==> config.mk <==
export PLATFORM = sky130hd
export DESIGN_NAME = rsc_ramp_spread_ctrl
export DESIGN_NICKNAME = d
export VERILOG_FILES = /design/src/hdl/rsc_tri_sweep.v /design/src/hdl/rsc_ramp_spread_ctrl.v
export VERILOG_INCLUDE_DIRS = /design/src /design/src/hdl
export SDC_FILE = /design/constraint.sdc
export NUM_CORES = 1
export LEC_CHECK = 0
export BUFFER_PORTS_ARGS = -buffer_cell sky130_fd_sc_hd__clkbuf_2
export CAP_MARGIN = 40
export CORE_UTILIZATION = 35
export DETAILED_ROUTE_END_ITERATION = 8
export GPL_TIMING_DRIVEN = 0
export PLACE_DENSITY = 0.56
export SYNTH_ARGS = -nofsm -noshare
export SYNTH_HDL_FRONTEND = slang
export SYNTH_SLANG_ARGS = --single-unit
==> constraint.sdc <==
create_clock -name mclk -period 5.21 [get_ports mclk]
set_input_delay 1.042 -clock mclk [delete_from_list [all_inputs] [get_ports mclk]]
set_output_delay 1.042 -clock mclk [all_outputs]
set_load 0.01 [all_outputs]
==> src/hdl/rsc_regs.vh <==
// Register map, field layout and reset values of the ramp spread controller
`ifndef RSC_REGS_VH
`define RSC_REGS_VH

// ----------------------------------------
// Register offsets
// ----------------------------------------
`define RSC_OFS_MODE 8'h6b
`define RSC_OFS_RANGE 8'h6c
`define RSC_OFS_DIV 8'h6d
`define RSC_OFS_STEP 8'h6e
`define RSC_OFS_AMPB 8'h6f

// ----------------------------------------
// Reset values
// ----------------------------------------
`define RSC_RST_MODE 8'h00
`define RSC_RST_RANGE 8'h00
`define RSC_RST_DIV 8'h50
`define RSC_RST_STEP 8'h11
`define RSC_RST_AMPB 8'h24

// ----------------------------------------
// Field positions
// ----------------------------------------
`define RSC_MODE_TRI_EN 0
`define RSC_MODE_RDM_EN 1
`define RSC_MODE_MANUAL 4
`define RSC_MODE_PREDIV 5
`define RSC_RANGE_TRI 3:0
`define RSC_RANGE_RDM 6:4
`define RSC_STEP_FALL 7:4
`define RSC_STEP_RISE 3:0
`define RSC_AMPB_AMP 6:5
`define RSC_AMPB_BOUND 4:0

// ----------------------------------------
// Internal choices used outside manual mode
// ----------------------------------------
`define RSC_AUTO_STEP 4'h1
`define RSC_AUTO_AMP 2'h1
`define RSC_LFSR_SEED 8'h5a

`endif

==> src/hdl/rsc_tri_sweep.v <==
// Triangle sweep of the ramp period offset between +bound and -bound
module rsc_tri_sweep #(
   parameter STEP_W = 4,
   parameter BOUND_W = 5,
   parameter OFS_W = 8
) (
   // Clock and reset
   input wire mclk,
   input wire rst,
   // Control
   input wire sweep_en,
   input wire sweep_tick,
   input wire [STEP_W-1:0] rise_step,
   input wire [STEP_W-1:0] fall_step,
   input wire [BOUND_W-1:0] bound,
   // Result, two's complement
   output wire [OFS_W-1:0] offset
);

   reg [OFS_W-1:0] ofs_ff;
   reg [OFS_W-1:0] nxt_ofs;
   reg down_ff;
   reg nxt_down;
   wire signed [OFS_W-1:0] pos_b;
   wire signed [OFS_W-1:0] neg_b;
   wire signed [OFS_W-1:0] up_v;
   wire signed [OFS_W-1:0] dn_v;

   assign pos_b = {{(OFS_W-BOUND_W){1'b0}}, bound};
   assign neg_b = -pos_b;
   assign up_v = $signed(ofs_ff) + $signed({{(OFS_W-STEP_W){1'b0}}, rise_step});
   assign dn_v = $signed(ofs_ff) - $signed({{(OFS_W-STEP_W){1'b0}}, fall_step});
   assign offset = ofs_ff;

   // ----------------------------------------
   // Sweep step
   // ----------------------------------------
   always @* begin
      nxt_ofs = ofs_ff;
      nxt_down = down_ff;
      if (!sweep_en) begin
         nxt_ofs = {OFS_W{1'b0}};
         nxt_down = 1'b0;
      end else if (sweep_tick) begin
         if (!down_ff) begin
            // Clamp at the bound so a large step never overshoots
            if (up_v >= pos_b) begin
               nxt_ofs = pos_b;
               nxt_down = 1'b1;
            end else begin
               nxt_ofs = up_v;
            end
         end else begin
            if (dn_v <= neg_b) begin
               nxt_ofs = neg_b;
               nxt_down = 1'b0;
            end else begin
               nxt_ofs = dn_v;
            end
         end
      end
   end

   always @(posedge mclk) begin
      if (rst) begin
         ofs_ff <= {OFS_W{1'b0}};
         down_ff <= 1'b0;
      end else begin
         ofs_ff <= nxt_ofs;
         down_ff <= nxt_down;
      end
   end

endmodule // rsc_tri_sweep

==> src/hdl/rsc_ramp_spread_ctrl.v <==
// Ramp spread controller: control registers and spread carrier period generation
//
// Summary of operation
// - Mode bit 0 enables triangle spreading
// - Mode bit 1 enables random spreading
// - Mode bit 4 selects manual parameters
// - Manual bit 5 halves the source clock
// - Manual ramp frequency is source over N
// - Step bits 7-4 give manual falling step
// - Step bits 3-0 give manual rising step
// - Bits 6-5 set ramp amplitude manually
// - Bits 4-0 bound the triangle sweep manually
`include "rsc_regs.vh"

module rsc_ramp_spread_ctrl #(
   parameter DATA_W = 8,
   parameter PER_W = 10,
   parameter OFS_W = 8
) (
   // Clock and reset
   input wire mclk,
   input wire rst,
   // Register access
   input wire [7:0] reg_addr,
   input wire [DATA_W-1:0] reg_wdata,
   input wire reg_wr,
   input wire reg_rd,
   output wire [DATA_W-1:0] reg_rdata,
   output wire reg_rvalid,
   // Ramp control
   output wire ramp_tick,
   output wire [PER_W-1:0] ramp_period,
   output wire [1:0] ramp_amp,
   output wire manual_active,
   output wire spread_active
);

   // ----------------------------------------
   // Register file
   // ----------------------------------------
   reg [DATA_W-1:0] spread_mode_control_ff;
   reg [DATA_W-1:0] spread_range_control_ff;
   reg [DATA_W-1:0] manual_ramp_divisor_ff;
   reg [DATA_W-1:0] triangle_step_control_ff;
   reg [DATA_W-1:0] ramp_amplitude_boundary_ff;
   reg [DATA_W-1:0] reg_rdata_ff;
   reg [DATA_W-1:0] nxt_rdata;
   reg reg_rvalid_ff;

   // Reserved bits are stored and read back but drive nothing
   always @(posedge mclk) begin
      if (rst) begin
         spread_mode_control_ff <= `RSC_RST_MODE;
         spread_range_control_ff <= `RSC_RST_RANGE;
         manual_ramp_divisor_ff <= `RSC_RST_DIV;
         triangle_step_control_ff <= `RSC_RST_STEP;
         ramp_amplitude_boundary_ff <= `RSC_RST_AMPB;
      end else if (reg_wr) begin
         case (reg_addr)
            `RSC_OFS_MODE: spread_mode_control_ff <= reg_wdata;
            `RSC_OFS_RANGE: spread_range_control_ff <= reg_wdata;
            `RSC_OFS_DIV: manual_ramp_divisor_ff <= reg_wdata;
            `RSC_OFS_STEP: triangle_step_control_ff <= reg_wdata;
            `RSC_OFS_AMPB: ramp_amplitude_boundary_ff <= reg_wdata;
            // Unmapped writes are dropped; no error is flagged
            default: ;
         endcase
      end
   end

   always @* begin
      case (reg_addr)
         `RSC_OFS_MODE: nxt_rdata = spread_mode_control_ff;
         `RSC_OFS_RANGE: nxt_rdata = spread_range_control_ff;
         `RSC_OFS_DIV: nxt_rdata = manual_ramp_divisor_ff;
         `RSC_OFS_STEP: nxt_rdata = triangle_step_control_ff;
         `RSC_OFS_AMPB: nxt_rdata = ramp_amplitude_boundary_ff;
         default: nxt_rdata = {DATA_W{1'b0}};
      endcase
   end

   // Read data holds until the next read, so a slow master may take it late
   always @(posedge mclk) begin
      if (rst) begin
         reg_rdata_ff <= {DATA_W{1'b0}};
         reg_rvalid_ff <= 1'b0;
      end else begin
         reg_rvalid_ff <= reg_rd;
         if (reg_rd) begin
            reg_rdata_ff <= nxt_rdata;
         end
      end
   end

   assign reg_rdata = reg_rdata_ff;
   assign reg_rvalid = reg_rvalid_ff;

   // ----------------------------------------
   // Field decode and mode selection
   // ----------------------------------------
   wire tri_en;
   wire rdm_en;
   wire manual;
   wire pre_div;
   wire [3:0] triangle_fall_step;
   wire [3:0] triangle_rise_step;
   wire [1:0] ramp_amplitude_setting;
   wire [4:0] triangle_period_bound;
   wire [7:0] manual_ramp_divisor_n;
   wire [2:0] random_spread_range;
   wire [3:0] tri_range;
   wire [3:0] eff_rise;
   wire [3:0] eff_fall;
   wire [4:0] eff_bound;
   wire [7:0] eff_div;
   wire [1:0] eff_amp;
   wire eff_prediv;

   assign tri_en = spread_mode_control_ff[`RSC_MODE_TRI_EN];
   assign rdm_en = spread_mode_control_ff[`RSC_MODE_RDM_EN];
   assign manual = spread_mode_control_ff[`RSC_MODE_MANUAL];
   assign pre_div = spread_mode_control_ff[`RSC_MODE_PREDIV];
   // Mode bits 7-6 and 3-2 are reserved and never decoded
   assign tri_range = spread_range_control_ff[`RSC_RANGE_TRI];
   assign random_spread_range = spread_range_control_ff[`RSC_RANGE_RDM];
   assign manual_ramp_divisor_n = manual_ramp_divisor_ff;
   assign triangle_fall_step = triangle_step_control_ff[`RSC_STEP_FALL];
   assign triangle_rise_step = triangle_step_control_ff[`RSC_STEP_RISE];
   assign ramp_amplitude_setting = ramp_amplitude_boundary_ff[`RSC_AMPB_AMP];
   assign triangle_period_bound = ramp_amplitude_boundary_ff[`RSC_AMPB_BOUND];

   // Outside manual mode every manual field is ignored
   assign eff_prediv = manual & pre_div;
   assign eff_div = manual ? manual_ramp_divisor_n : `RSC_RST_DIV;
   assign eff_fall = manual ? triangle_fall_step : `RSC_AUTO_STEP;
   assign eff_rise = manual ? triangle_rise_step : `RSC_AUTO_STEP;
   assign eff_amp = manual ? ramp_amplitude_setting : `RSC_AUTO_AMP;
   // Auto mode derives the sweep range from the triangle range field
   assign eff_bound = manual ? triangle_period_bound : {1'b0, tri_range};

   // ----------------------------------------
   // Source clock enable
   // ----------------------------------------
   reg half_ff;

   // Pre-divide realised as an every-other-cycle enable to keep one clock
   always @(posedge mclk) begin
      if (rst) begin
         half_ff <= 1'b0;
      end else if (eff_prediv) begin
         half_ff <= ~half_ff;
      end else begin
         half_ff <= 1'b0;
      end
   end

   // Only manual mode may halve the count rate
   wire src_en;
   assign src_en = ~eff_prediv | half_ff;

   // ----------------------------------------
   // Triangle sweep
   // ----------------------------------------
   // Sweep moves once per ramp period, on the tick
   wire [OFS_W-1:0] tri_ofs;
   reg ramp_tick_ff;

   rsc_tri_sweep #(
      .STEP_W(4),
      .BOUND_W(5),
      .OFS_W(OFS_W)
   ) u_tri (
      .mclk(mclk),
      .rst(rst),
      .sweep_en(tri_en),
      .sweep_tick(ramp_tick_ff),
      .rise_step(eff_rise),
      .fall_step(eff_fall),
      .bound(eff_bound),
      .offset(tri_ofs)
   );

   // ----------------------------------------
   // Random spread
   // ----------------------------------------
   reg [7:0] lfsr_ff;
   wire lfsr_fb;
   reg [6:0] rdm_mask;
   wire [6:0] rdm_ofs;

   assign lfsr_fb = lfsr_ff[7] ^ lfsr_ff[5] ^ lfsr_ff[4] ^ lfsr_ff[3];

   // Advance once per ramp period so each period gets a fresh offset
   always @(posedge mclk) begin
      if (rst) begin
         lfsr_ff <= `RSC_LFSR_SEED;
      end else if (lfsr_ff == {8{1'b0}}) begin
         // All-zero state would lock the sequence, so reseed
         lfsr_ff <= `RSC_LFSR_SEED;
      end else if (ramp_tick_ff) begin
         lfsr_ff <= {lfsr_ff[6:0], lfsr_fb};
      end
   end

   always @* begin
      case (random_spread_range)
         3'h0: rdm_mask = 7'h00;
         3'h1: rdm_mask = 7'h01;
         3'h2: rdm_mask = 7'h03;
         3'h3: rdm_mask = 7'h07;
         3'h4: rdm_mask = 7'h0f;
         3'h5: rdm_mask = 7'h1f;
         3'h6: rdm_mask = 7'h3f;
         default: rdm_mask = 7'h7f;
      endcase
   end

   // Random offset only lengthens the period, never shortens it
   assign rdm_ofs = rdm_en ? (lfsr_ff[6:0] & rdm_mask) : 7'h00;

   // ----------------------------------------
   // Period computation
   // ----------------------------------------
   wire [PER_W-1:0] div_ext;
   wire [PER_W-1:0] tri_ext;
   wire [PER_W-1:0] rdm_ext;
   wire [PER_W-1:0] sum_per;
   wire [PER_W-1:0] tgt_per;

   // Triangle offset is two's complement, so it is sign-extended
   assign div_ext = {{(PER_W-8){1'b0}}, eff_div};
   assign tri_ext = {{(PER_W-OFS_W){tri_ofs[OFS_W-1]}}, tri_ofs};
   assign rdm_ext = {{(PER_W-7){1'b0}}, rdm_ofs};
   assign sum_per = div_ext + tri_ext + rdm_ext;
   // A zero or negative period would stall the ramp, so floor it at one
   assign tgt_per = (sum_per[PER_W-1] || (sum_per == {PER_W{1'b0}}))
      ? {{(PER_W-1){1'b0}}, 1'b1} : sum_per;

   // ----------------------------------------
   // Ramp period counter
   // ----------------------------------------
   reg [PER_W-1:0] cnt_ff;
   reg [PER_W-1:0] nxt_cnt;
   reg [PER_W-1:0] per_ff;
   reg nxt_tick;

   // Compare is >= so a period that shrinks mid-count ends at once
   always @* begin
      nxt_cnt = cnt_ff;
      nxt_tick = 1'b0;
      if (src_en) begin
         if (cnt_ff >= per_ff - {{(PER_W-1){1'b0}}, 1'b1}) begin
            nxt_cnt = {PER_W{1'b0}};
            nxt_tick = 1'b1;
         end else begin
            nxt_cnt = cnt_ff + {{(PER_W-1){1'b0}}, 1'b1};
         end
      end
   end

   // New period takes effect only at a period boundary to avoid glitches
   always @(posedge mclk) begin
      if (rst) begin
         cnt_ff <= {PER_W{1'b0}};
         per_ff <= {{(PER_W-8){1'b0}}, `RSC_RST_DIV};
         ramp_tick_ff <= 1'b0;
      end else begin
         cnt_ff <= nxt_cnt;
         ramp_tick_ff <= nxt_tick;
         if (nxt_tick) begin
            per_ff <= tgt_per;
         end
      end
   end

   // ----------------------------------------
   // Status outputs
   // ----------------------------------------
   // Amplitude is only reported here; it shapes nothing inside
   reg [1:0] amp_ff;
   reg manual_ff;
   reg spread_ff;

   always @(posedge mclk) begin
      if (rst) begin
         amp_ff <= `RSC_AUTO_AMP;
         manual_ff <= 1'b0;
         spread_ff <= 1'b0;
      end else begin
         amp_ff <= eff_amp;
         manual_ff <= manual;
         spread_ff <= tri_en | rdm_en;
      end
   end

   assign ramp_tick = ramp_tick_ff;
   assign ramp_period = per_ff;
   assign ramp_amp = amp_ff;
   assign manual_active = manual_ff;
   assign spread_active = spread_ff;

endmodule // rsc_ramp_spread_ctrl

* After elaboration in Yosys (flattened, before gate mapping)
Cells that the tools add are included.
** Storage, ports and cells
- Register bits :: 92
- Output and inout bits :: 24
- Logic and storage cells :: 79
- Input bits :: 20
** Operators by class
- Bitwise operators :: 11
- Reduce and logical (&&, ||, !) cells :: 13
- $add $sub $neg :: 7
- Muxes and demuxes :: 17
- Eq/ne operators :: 11
- Order comparisons :: 3
** Operators by type and width (number)
- 7-bit one-hot mux with 7 select lines :: 1
- 8-bit by 7-bit == test with 1-bit output, second input constant :: 5
- 8-bit one-hot mux with 5 select lines :: 1
- 8-bit 2-to-1 mux :: 4
- 10-bit 2-to-1 mux :: 2
- 10-bit by 1-bit adder with 10-bit output, second input constant :: 1
- 10-bit by 7-bit adder with 10-bit output :: 1
- 9-bit by 8-bit adder with 10-bit output :: 1
- 10-bit >= comparator :: 1
- 10-bit logical NOT :: 1
- 2-bit AND reduction :: 5
- 10-bit by 1-bit subtractor with 10-bit output, second input constant :: 1
- 3-bit == test, second input constant :: 3
- 8-bit by 5-bit adder with 8-bit output :: 1
- 8-bit by 6-bit >= comparator with 1-bit output :: 1
- 8-bit less-or-equal comparator :: 1
- 8-bit logical NOT :: 1
- 4-bit 2-to-1 mux :: 2
- 5-bit negation with 8-bit output :: 1
- 2-bit OR reduction :: 4
- 8-bit by 5-bit subtractor with 8-bit output :: 1
- 7-bit AND :: 1
- 7-bit 2-to-1 mux :: 1
- 3-bit by 2-bit == test with 1-bit output, second input constant :: 2
- other kinds (9) :: 19

* Logic depth before layout (Yosys ltp)
Gate-level depths: netlist of the first run.
- Depth after elaboration :: 8
- Mapped depth :: 18
- Depth with buffers taken out :: 15

* Hierarchy
From an unflattened synthesis of the first run, not the netlist that was laid out.
** Second synthesis, totals
- Cell total of the unflattened synthesis :: 685
- Area, all modules :: 6018.3 um^2
** Modules (own cells, without submodules)
- rsc_ramp_spread_ctrl :: sequential area each 1661.6 um^2, area each 4551.9 um^2, cells each 502, instances 1
- rsc_tri_sweep :: sequential area each 180.2 um^2, area each 1466.4 um^2, cells each 183, instances 1

* Worst setup path after synthesis of the first run
No wires, ideal clock.
- Path kind :: register to register
- From :: register spread_mode_control_ff[4]
- To :: register u_tri.ofs_ff[1], in the netlist u_tri.offset[1]
- Data required time :: 5.080 ns
- Path buffers :: 4
- Library setup time :: 0.130 ns
- Stages on the path, launching flop included :: 19
- Slack :: 1.075 ns
- Period minus slack after synthesis :: 4.135 ns
- Arrival time :: 4.005 ns
- Path through :: dfxtp_1 clkbuf_1 clkbuf_1 clkbuf_1 nand2_1 ha_1 nor2b_1 o21a_1 o21ai_0 nand4_1 xnor2_1 ha_1 or3_4 nor4_2 o32ai_1 buf_6 mux2_4 a222oi_1 o21ai_1
** Between the ends
- Word-level cells in the longest chain between the ends :: 5
- Elaborated cells between the ends (all ways) :: 11
- Classes of those cells :: add/sub (3); order compare (2); mux (6)
** Ends and longest elaborated chain
- start, declared :: RTL line rsc_ramp_spread_ctrl.v:41 : reg [DATA_W-1:0] spread_mode_control_ff;
- start signal, assigned :: RTL line rsc_ramp_spread_ctrl.v:53 : spread_mode_control_ff <= `RSC_RST_MODE;
- start signal, assigned :: RTL line rsc_ramp_spread_ctrl.v:60 : `RSC_OFS_MODE: spread_mode_control_ff <= reg_wdata;
- 4-bit 2-to-1 mux (no source line) / 5-bit 2-to-1 mux (equally long branches)
- 8-bit by 5-bit adder with 8-bit output, or another cell as far along :: RTL line rsc_tri_sweep.v:31 : assign up_v = $signed(ofs_ff) + $signed({{(OFS_W-STEP_W){1'b0}}, rise_step});
- 8-bit by 6-bit >= comparator with 1-bit output / 8-bit less-or-equal comparator (equally long branches) :: RTL line rsc_tri_sweep.v:47, rsc_tri_sweep.v:54
- 8-bit 2-to-1 mux (on tied branches) :: RTL line rsc_tri_sweep.v:47, rsc_tri_sweep.v:54
- 8-bit 2-to-1 mux * :: RTL line rsc_tri_sweep.v:45 : if (!down_ff) begin
- end signal, assigned :: RTL line rsc_tri_sweep.v:66 : ofs_ff <= {OFS_W{1'b0}};
- end signal, assigned :: RTL line rsc_tri_sweep.v:69 : ofs_ff <= nxt_ofs;
- end, declared :: RTL line rsc_tri_sweep.v:20 : reg [OFS_W-1:0] ofs_ff;
Mark *: on every way between the ends. The rest lies on a longest branch, timed or not.
A chain may end at the register's enable or synchronous reset.

* Worst setup path in the final report of the first run
Ends and elaborated chain as after synthesis.

==> results.md, run 1 <==
* Status: completed
* Syn-to-layout area delta at 13.5%
* Final setup viols at 0
* Commonest cells post-synth: 92 x dfxtp_1, 76 x nor2_1, 75 x nand2_1, 50 x a21oi_1, 43 x ha_1
* Clock Skews at between 0.006 and 0.007 ns
* Skew-Pair Late Insertion Delay at between 0.3 and 0.4 ns
* Synth warnings at 0
* Largest cells by area after synthesis: dfxtp_1 32%, ha_1 9.3%, mux2i_1 6.7%
* Flops & latches, synth at 92
* Max-cap violations at 0
* Synth Instances at roughly 700
* DR vias/cell at about 5.3
* Area of the core at approximately 16000 um2
* Tmin final at between 4 and 5 ns
* Nets at ~800
* Min-Delay Path Class: flip-flop to flip-flop
* Layout cells sized above 1 at a little over a tenth
* DIE WIDTH at about 130 um
* Final core occ at 41.0%
* H-Tree Depth at 3
* Number of I/O port buffers at 43
* Worst VDD drop at around 0.14 mV
* Setup slack, reg-to-reg at 0.36 ns
* Main combinational cell family by area after synthesis: simple AND/OR/NAND/NOR gates
* Min Hold Slack at 0.469 ns
* Crit path max fanout at 10
* Clock slew at reported path FFs at around 0.07 ns
* CTS Buffer Depth at 2
* Mux share of post-synthesis cell area at 7.40%
* Final hold viol count at 0
* Initial antenna violation count at 0
* Die area at about 17000 um2
* Syn_nets at 760
* Crit-path cells: clkbuf_1 > clkbuf_1 > nand2_1 > ha_1 > nor2b_1 > o21a_1 > o21ai_0 > nand2_1 > xnor2_1 > ha_1 > nand4_1 > o311ai_0 > o32ai_1 > buf_6 > mux2_4 > a222oi_1 > o21ai_1
* Cell taking the most area after synthesis: dfxtp_1
* Crit path capture type: flip-flop
* Worst Setup SP: spread_mode_control_ff[4]$_SDFFE_PP0P_
* Register area share after synthesis at about a third
* Final Slew Violations at 0
* Post-Synth Adder-Cell Area at approximately 13%
* Synth Area in Compound Gates at 16.6%
* Final period util at approximately 93%
* Drt first pass iters at 5
* Cell Area, Synth at between 5000 and 6000 um2
* Hold depth at 2
* Largest net degree at the start of global routing at 16
* Relative slew margins at 52.8%
* Final ANT Viol Nets at 0
* CP required at between 5 and 6 ns
* Fmax achieved at 206 MHz
* Die height at about 130 um
* Vias in the first global route at between 4000 and 5000
* Post-route DRC at 0
* Crit Path Category: flip-flop to flip-flop
* Crit path launch type: flip-flop
* Ys flop type: dfxtp_1
* Synth async-reset ratio at 0%
* Hpwl dp at 12.2 mm
* GRT overflow at 0
* Cts hold-fix bufs at 0
* Final TNS setup at 0 ns
* Worst R2R End: u_tri.offset[1]$_SDFFE_PP0P_
* Top-count cell post-synth: dfxtp_1
* P_leak at 2.59 nW
* Post-synthesis simple-gate area fraction at approximately 22%
* Via count at approximately 5100
* R2R Path Start: spread_mode_control_ff[4]$_SDFFE_PP0P_
* Total CTS buffers at 9
* Slew @ Worst Pin at ~0.7 ns
* R2R cell count at 17
* Avg WL per Cell at around 16 um
* Crit-path max cell delay at 0.65 ns
* Post-CTS Resized at 0
* Post-route setup slack at roughly 0.36 ns
* Arrival @ worst endpoint at around 5.1 ns
* DR iter-0 viols at between 300 and 400
* # diodes at 0
* RSZ-0062 raised after global routing: false
* CTS tree: built
* Post-synthesis cell type count at just under 70
* Final WL at around 16 mm
* # clock sinks at slightly above 90
* Slowest-stage cell, CP: dfxtp_1
* Power density over the cells at approximately 220 nW/um2
* XOR/XNOR Fraction of Synth Area at under 10%
* First-pass GRT wire length at 25.2 mm
* Starting Density at between 30 and 40%
* Clock root buffer: clkbuf_16
* # rows at 46
* I/O pins at 44
* Top cell type's share of synthesized area at between 30% and 40%
* GPL Wtd Cong at around 0.86
* Worst setup path end: u_tri.offset[1]$_SDFFE_PP0P_
* Post-synth EDFFs at 0
* Pre-CTS setup slack at around 0.30 ns
* GRT Util Overall at between 10% and 20%
* Avg Cell Area, Syn at about 8.4 um2
[worst max-delay path, delay by kind of cell (launching register included)]
family	cells	cell delay, ns
XOR/XNOR	1	0.24
flip-flops	1	0.65
multiplexers	1	0.30
AO/OA/AOI/OAI	6	1.45
adder cells (fa/ha/maj)	2	0.58
buffers and inverters	3	0.99
AND/OR/NAND/NOR	4	0.51
[how the worst min path moves through the flow]
stage | endpoint | slack (ns) | from
after floorplan | ramp_amp[0]$_SDFF_PP1_ | 0.43 | ramp_amplitude_boundary_ff[5]$_SDFFE_PP1P_
after global placement | ramp_amplitude_boundary_ff[7]$_SDFFE_PP0P_ | 0.44 | ramp_amplitude_boundary_ff[7]$_SDFFE_PP0P_
after detailed placement | spread_mode_control_ff[2]$_SDFFE_PP0P_ | 0.46 | spread_mode_control_ff[2]$_SDFFE_PP0P_
after CTS | spread_mode_control_ff[2]$_SDFFE_PP0P_ | 0.47 | spread_mode_control_ff[2]$_SDFFE_PP0P_
after global routing | spread_mode_control_ff[2]$_SDFFE_PP0P_ | 0.49 | spread_mode_control_ff[2]$_SDFFE_PP0P_
final | spread_mode_control_ff[7]$_SDFFE_PP0P_ | 0.47 | spread_mode_control_ff[7]$_SDFFE_PP0P_
[what timing repair did]
| action | in CTS | in global routing |
|---|---|---|
| buffers inserted | 0 | 0 |
| endpoints found under the setup margin | 0 | 1 |
| endpoints found under the hold margin | 0 | 0 |
[state kept, by name (all words and copies together) (netlist names), 8 cells and up]
name,count
cnt_ff,10
ramp_period,10
lfsr_ff,8
manual_ramp_divisor_ff,8
ramp_amplitude_boundary_ff,8
reg_rdata,8
spread_mode_control_ff,8
spread_range_control_ff,8
triangle_step_control_ff,8
u_tri.offset,8
[per-layer routing]
layer	track usage [%]	share of wire, %	vias to the layer above
li1	-	-	2547
met1	25.4	49	2418
met2	31.9	45	121
met3	3.34	3.8	22
met4	6.42	2.1	0
met5	0	0	-
[cells by family after synthesis]
kind of cell,after synthesis
flip-flops,92
XOR/XNOR,32
AO/OA/AOI/OAI,144
buffers and inverters,64
adder cells (fa/ha/maj),53
AND/OR/NAND/NOR,260
multiplexers,42
[placed cells by master (no fill, tap or decap), types with 24 or more instances in the layout]
master,n
a21oi_1,50
clkbuf_2,43
dfxtp_1,92
ha_1,43
inv_1,32
mux2i_1,39
nand2_1,75
nand3_1,27
nor2_1,76
o21ai_0,24
[metrics by stage]
| step | instance area (um2) | cells | total power, mW |
|---|---|---|---|
| after floorplan | 5790 | 687 | 0.753 |
| after global placement | 6270 | 946 | 0.778 |
| after detailed placement | 6280 | 947 | 0.778 |
| after CTS | 6570 | 963 | 1.44 |
| after global routing | 6570 | 962 | 1.48 |
| final | 6570 | 962 | 1.43 |
[area by class of cell]
class	instances	area [um2]
well taps	216	270
inverters	34	128
flip-flops and latches	92	1840
repair buffers	44	223
clock inverters	5	60.1
fillers	1650	9430
plain buffers	29	129
multi-input cells	531	3680
clock buffers	11	233
[power by group]
group	internal, mW	switching (mW)	leakage (nW)	total, mW
Sequential	0.706	0.00255	0.742	0.708
Combinational	0.0176	0.0368	1.70	0.0544
Clock	0.374	0.295	0.140	0.670
Power figures use the tool's default switching activity.
==> run 2, diff against run 1 <==
--- a/config.mk
+++ b/config.mk
@@ -8,10 +8,11 @@
 export LEC_CHECK = 0
 export BUFFER_PORTS_ARGS = -buffer_cell sky130_fd_sc_hd__clkbuf_2
 export CAP_MARGIN = 40
-export CORE_UTILIZATION = 35
+export CORE_UTILIZATION = 55
+export CTS_BUF_LIST = sky130_fd_sc_hd__clkbuf_4 sky130_fd_sc_hd__clkbuf_8
 export DETAILED_ROUTE_END_ITERATION = 8
 export GPL_TIMING_DRIVEN = 0
-export PLACE_DENSITY = 0.56
+export PLACE_DENSITY = 0.78
 export SYNTH_ARGS = -nofsm -noshare
 export SYNTH_HDL_FRONTEND = slang
 export SYNTH_SLANG_ARGS = --single-unit
==> results.md, run 2 (synthesis results as in run 1) <==
* CTS tree: built
* Final period util at just over 90%
* Combinational Power Share at between 4 and 5%
* Seq pwr share at a little under three fifths
* DIE WIDTH at 105 um
* Drt first pass iters at 5
* Skew-Pair Late Insertion Delay at around 0.38 ns
* Starting Density at 56.3%
* Internal at just over 0.9 mW
* Post-route setup slack at just under 0.5 ns
* CP required at between 5 and 6 ns
* # diodes at 0
* Relative slew margins at between 50% and 60%
* Tmin final at roughly 4.7 ns
* Clock slew at reported path FFs at 0.10 ns
* # rows at 37
* GRT Util Overall at 28.6%
* Crit path capture type: flip-flop
* DR top layer: met4
* Total CTS buffers at 9
* Die height at around 100 um
* Layout cells sized above 1 at a little over a tenth
* DRT met1 WL at ~6.3 mm
* Clk network pwr share at a little under two fifths
* Slowest-stage cell, CP: dfxtp_1
* Clock root buffer: clkbuf_8
* Final instance area at about 6400 um2
* DR iter-0 viols at 401
* Power density over the cells at about 190 nW/um2
* RSZ-0062 raised after global routing: false
* Number of I/O port buffers at between 40 and 50
* Pre-CTS setup slack at between 0.3 and 0.4 ns
* Final hold viol count at 0
* Final Slew Violations at 0
* Crit-path max cell delay at about 0.59 ns
* Hpwl dp at approximately 12 mm
* Min Hold Slack at approximately 0.46 ns
* Slew @ Worst Pin at between 0.7 and 0.8 ns
* I/O pins at 44
* # clock sinks at 92
* Commonest non-fill, non-tap cell in the layout: dfxtp_1
* Hold depth at 2
* Worst VDD drop at about 0.17 mV
* Area after DPL at a little over 6000 um2
* H-Tree Depth at 3
* DR WL met3 at between 1 and 1.5 mm
* Min-Delay Endpoint: spread_mode_control_ff[7]$_SDFFE_PP0P_
* Crit Path Category: flip-flop to flip-flop
* Clock Skews at between 0.008 and 0.009 ns
* Final core occ at 61.9%
* Max-cap violations at 0
* Most frequent cells in the layout: 92 x dfxtp_1, 76 x nor2_1, 75 x nand2_1, 50 x a21oi_1, 44 x clkbuf_2
* Fmax achieved at around 210 MHz
* Nets at ~800
* Min-Delay Path Class: flip-flop to flip-flop
* Vias in the first global route at ~5300
* Setup slack, reg-to-reg at slightly below 0.5 ns
* Final ANT Viol Nets at 0
* CTS Buffer Depth at 2
* Syn-to-layout area delta at 9.97%
* Sw Ratio at a little over a quarter
* Worst R2R End: u_tri.offset[1]$_SDFFE_PP0P_
* Final WL at roughly 15 mm
* Final TNS setup at 0 ns
* Worst hold path startpoint: spread_mode_control_ff[7]$_SDFFE_PP0P_
* Initial antenna violation count at 0
* Avg WL per Cell at roughly 17 um
* R2R Path Start: spread_mode_control_ff[4]$_SDFFE_PP0P_
* Status: completed
* Arrival @ worst endpoint at ~5 ns
* GPL Wtd Cong at just under 0.9
* Crit path max fanout at 10
* Via count at around 5400
* Post-route DRC at 0
* Crit path launch type: flip-flop
* P_leak at 2.54 nW
* Sw Pwr at between 0.3 and 0.4 mW
* GRT overflow at 0
* Metal2 WL at between 7 and 8 mm
* Final setup viols at 0
* Cts hold-fix bufs at 0
* Crit-path cells: clkbuf_2 > clkbuf_1 > nand2_1 > fa_1 > a21oi_1 > nor2b_1 > nor4_1 > xnor2_1 > ha_1 > nand4_1 > o311ai_0 > o32ai_1 > buf_6 > mux2_4 > a222oi_1 > o21ai_1
* R2R cell count at 16
* First-pass GRT wire length at 24.9 mm
* Largest net degree at the start of global routing at 18
* DR vias/cell at 6.10
* Die area at 10900 um2
* Area of the core at approximately 10000 um2
[run 2: power by group through the flow]
stage / sequential, mW / combinational (mW) / clock, mW
detailed placement: 0.724 / 0.0537 / 0
CTS: 0.708 / 0.0541 / 0.469
global route: 0.708 / 0.0596 / 0.502
finish: 0.708 / 0.0556 / 0.468
global placement: 0.724 / 0.0517 / 0
floorplan: 0.724 / 0.0288 / 0
[run 2: how the worst max path moves through the flow]
stage                                    to                                   start  slack [ns]  depth (start not counted)
2_1_floorplan  u_tri.offset[1]$_SDFFE_PP0P_  spread_mode_control_ff[4]$_SDFFE_PP0P_        1.08                         18
3_3_place_gp   u_tri.offset[1]$_SDFFE_PP0P_  spread_mode_control_ff[4]$_SDFFE_PP0P_        0.52                         18
3_5_place_dp   u_tri.offset[1]$_SDFFE_PP0P_  spread_mode_control_ff[4]$_SDFFE_PP0P_        0.31                         17
4_1_cts        u_tri.offset[1]$_SDFFE_PP0P_  spread_mode_control_ff[4]$_SDFFE_PP0P_        0.26                         17
5_1_grt        u_tri.offset[1]$_SDFFE_PP0P_  spread_mode_control_ff[4]$_SDFFE_PP0P_        0.16                         16
6_report       u_tri.offset[1]$_SDFFE_PP0P_  spread_mode_control_ff[4]$_SDFFE_PP0P_        0.49                         16
[run 2: cell type report]
cell class                 instances  area (um2)
fill                             917        3920
inverter                          34         128
clock inverter                     7        62.6
sequential                        92        1840
tap                              136         170
clock buffer                       9         124
timing repair buffer              44         223
multi-input combinational        531        3680
buffer                            29         130
[run 2: timing repair]
item                                    CTS  global route
resized for setup                         0             2
hold endpoints to repair                  0             0
endpoints found under the setup margin    0             1
buffers inserted                          0             0
[run 2: worst max-delay path, delay by kind of cell (launching register included)]
| kind | cells | cell delay [ns] |
|---|---|---|
| flip-flops | 1 | 0.59 |
| AND/OR/NAND/NOR | 4 | 0.67 |
| buffers and inverters | 3 | 0.85 |
| adder cells (fa/ha/maj) | 2 | 0.75 |
| AO/OA/AOI/OAI | 5 | 1.22 |
| XOR/XNOR | 1 | 0.21 |
| multiplexers | 1 | 0.30 |
[run 2: stage by stage]
| step | power, mW | instances |
|---|---|---|
| 6_report | 1.23 | 882 |
| 4_1_cts | 1.23 | 883 |
| 3_5_place_dp | 0.778 | 867 |
| 5_1_grt | 1.27 | 882 |
| 3_3_place_gp | 0.776 | 866 |
| 2_1_floorplan | 0.753 | 687 |
[run 2: metal layers]
metal / GRT usage [%] / vias to the layer above
met5: 0 / -
met4: 15.1 / 0
met3: 5.55 / 48
met2: 49.1 / 258
met1: 33.7 / 2526
li1: - / 2547
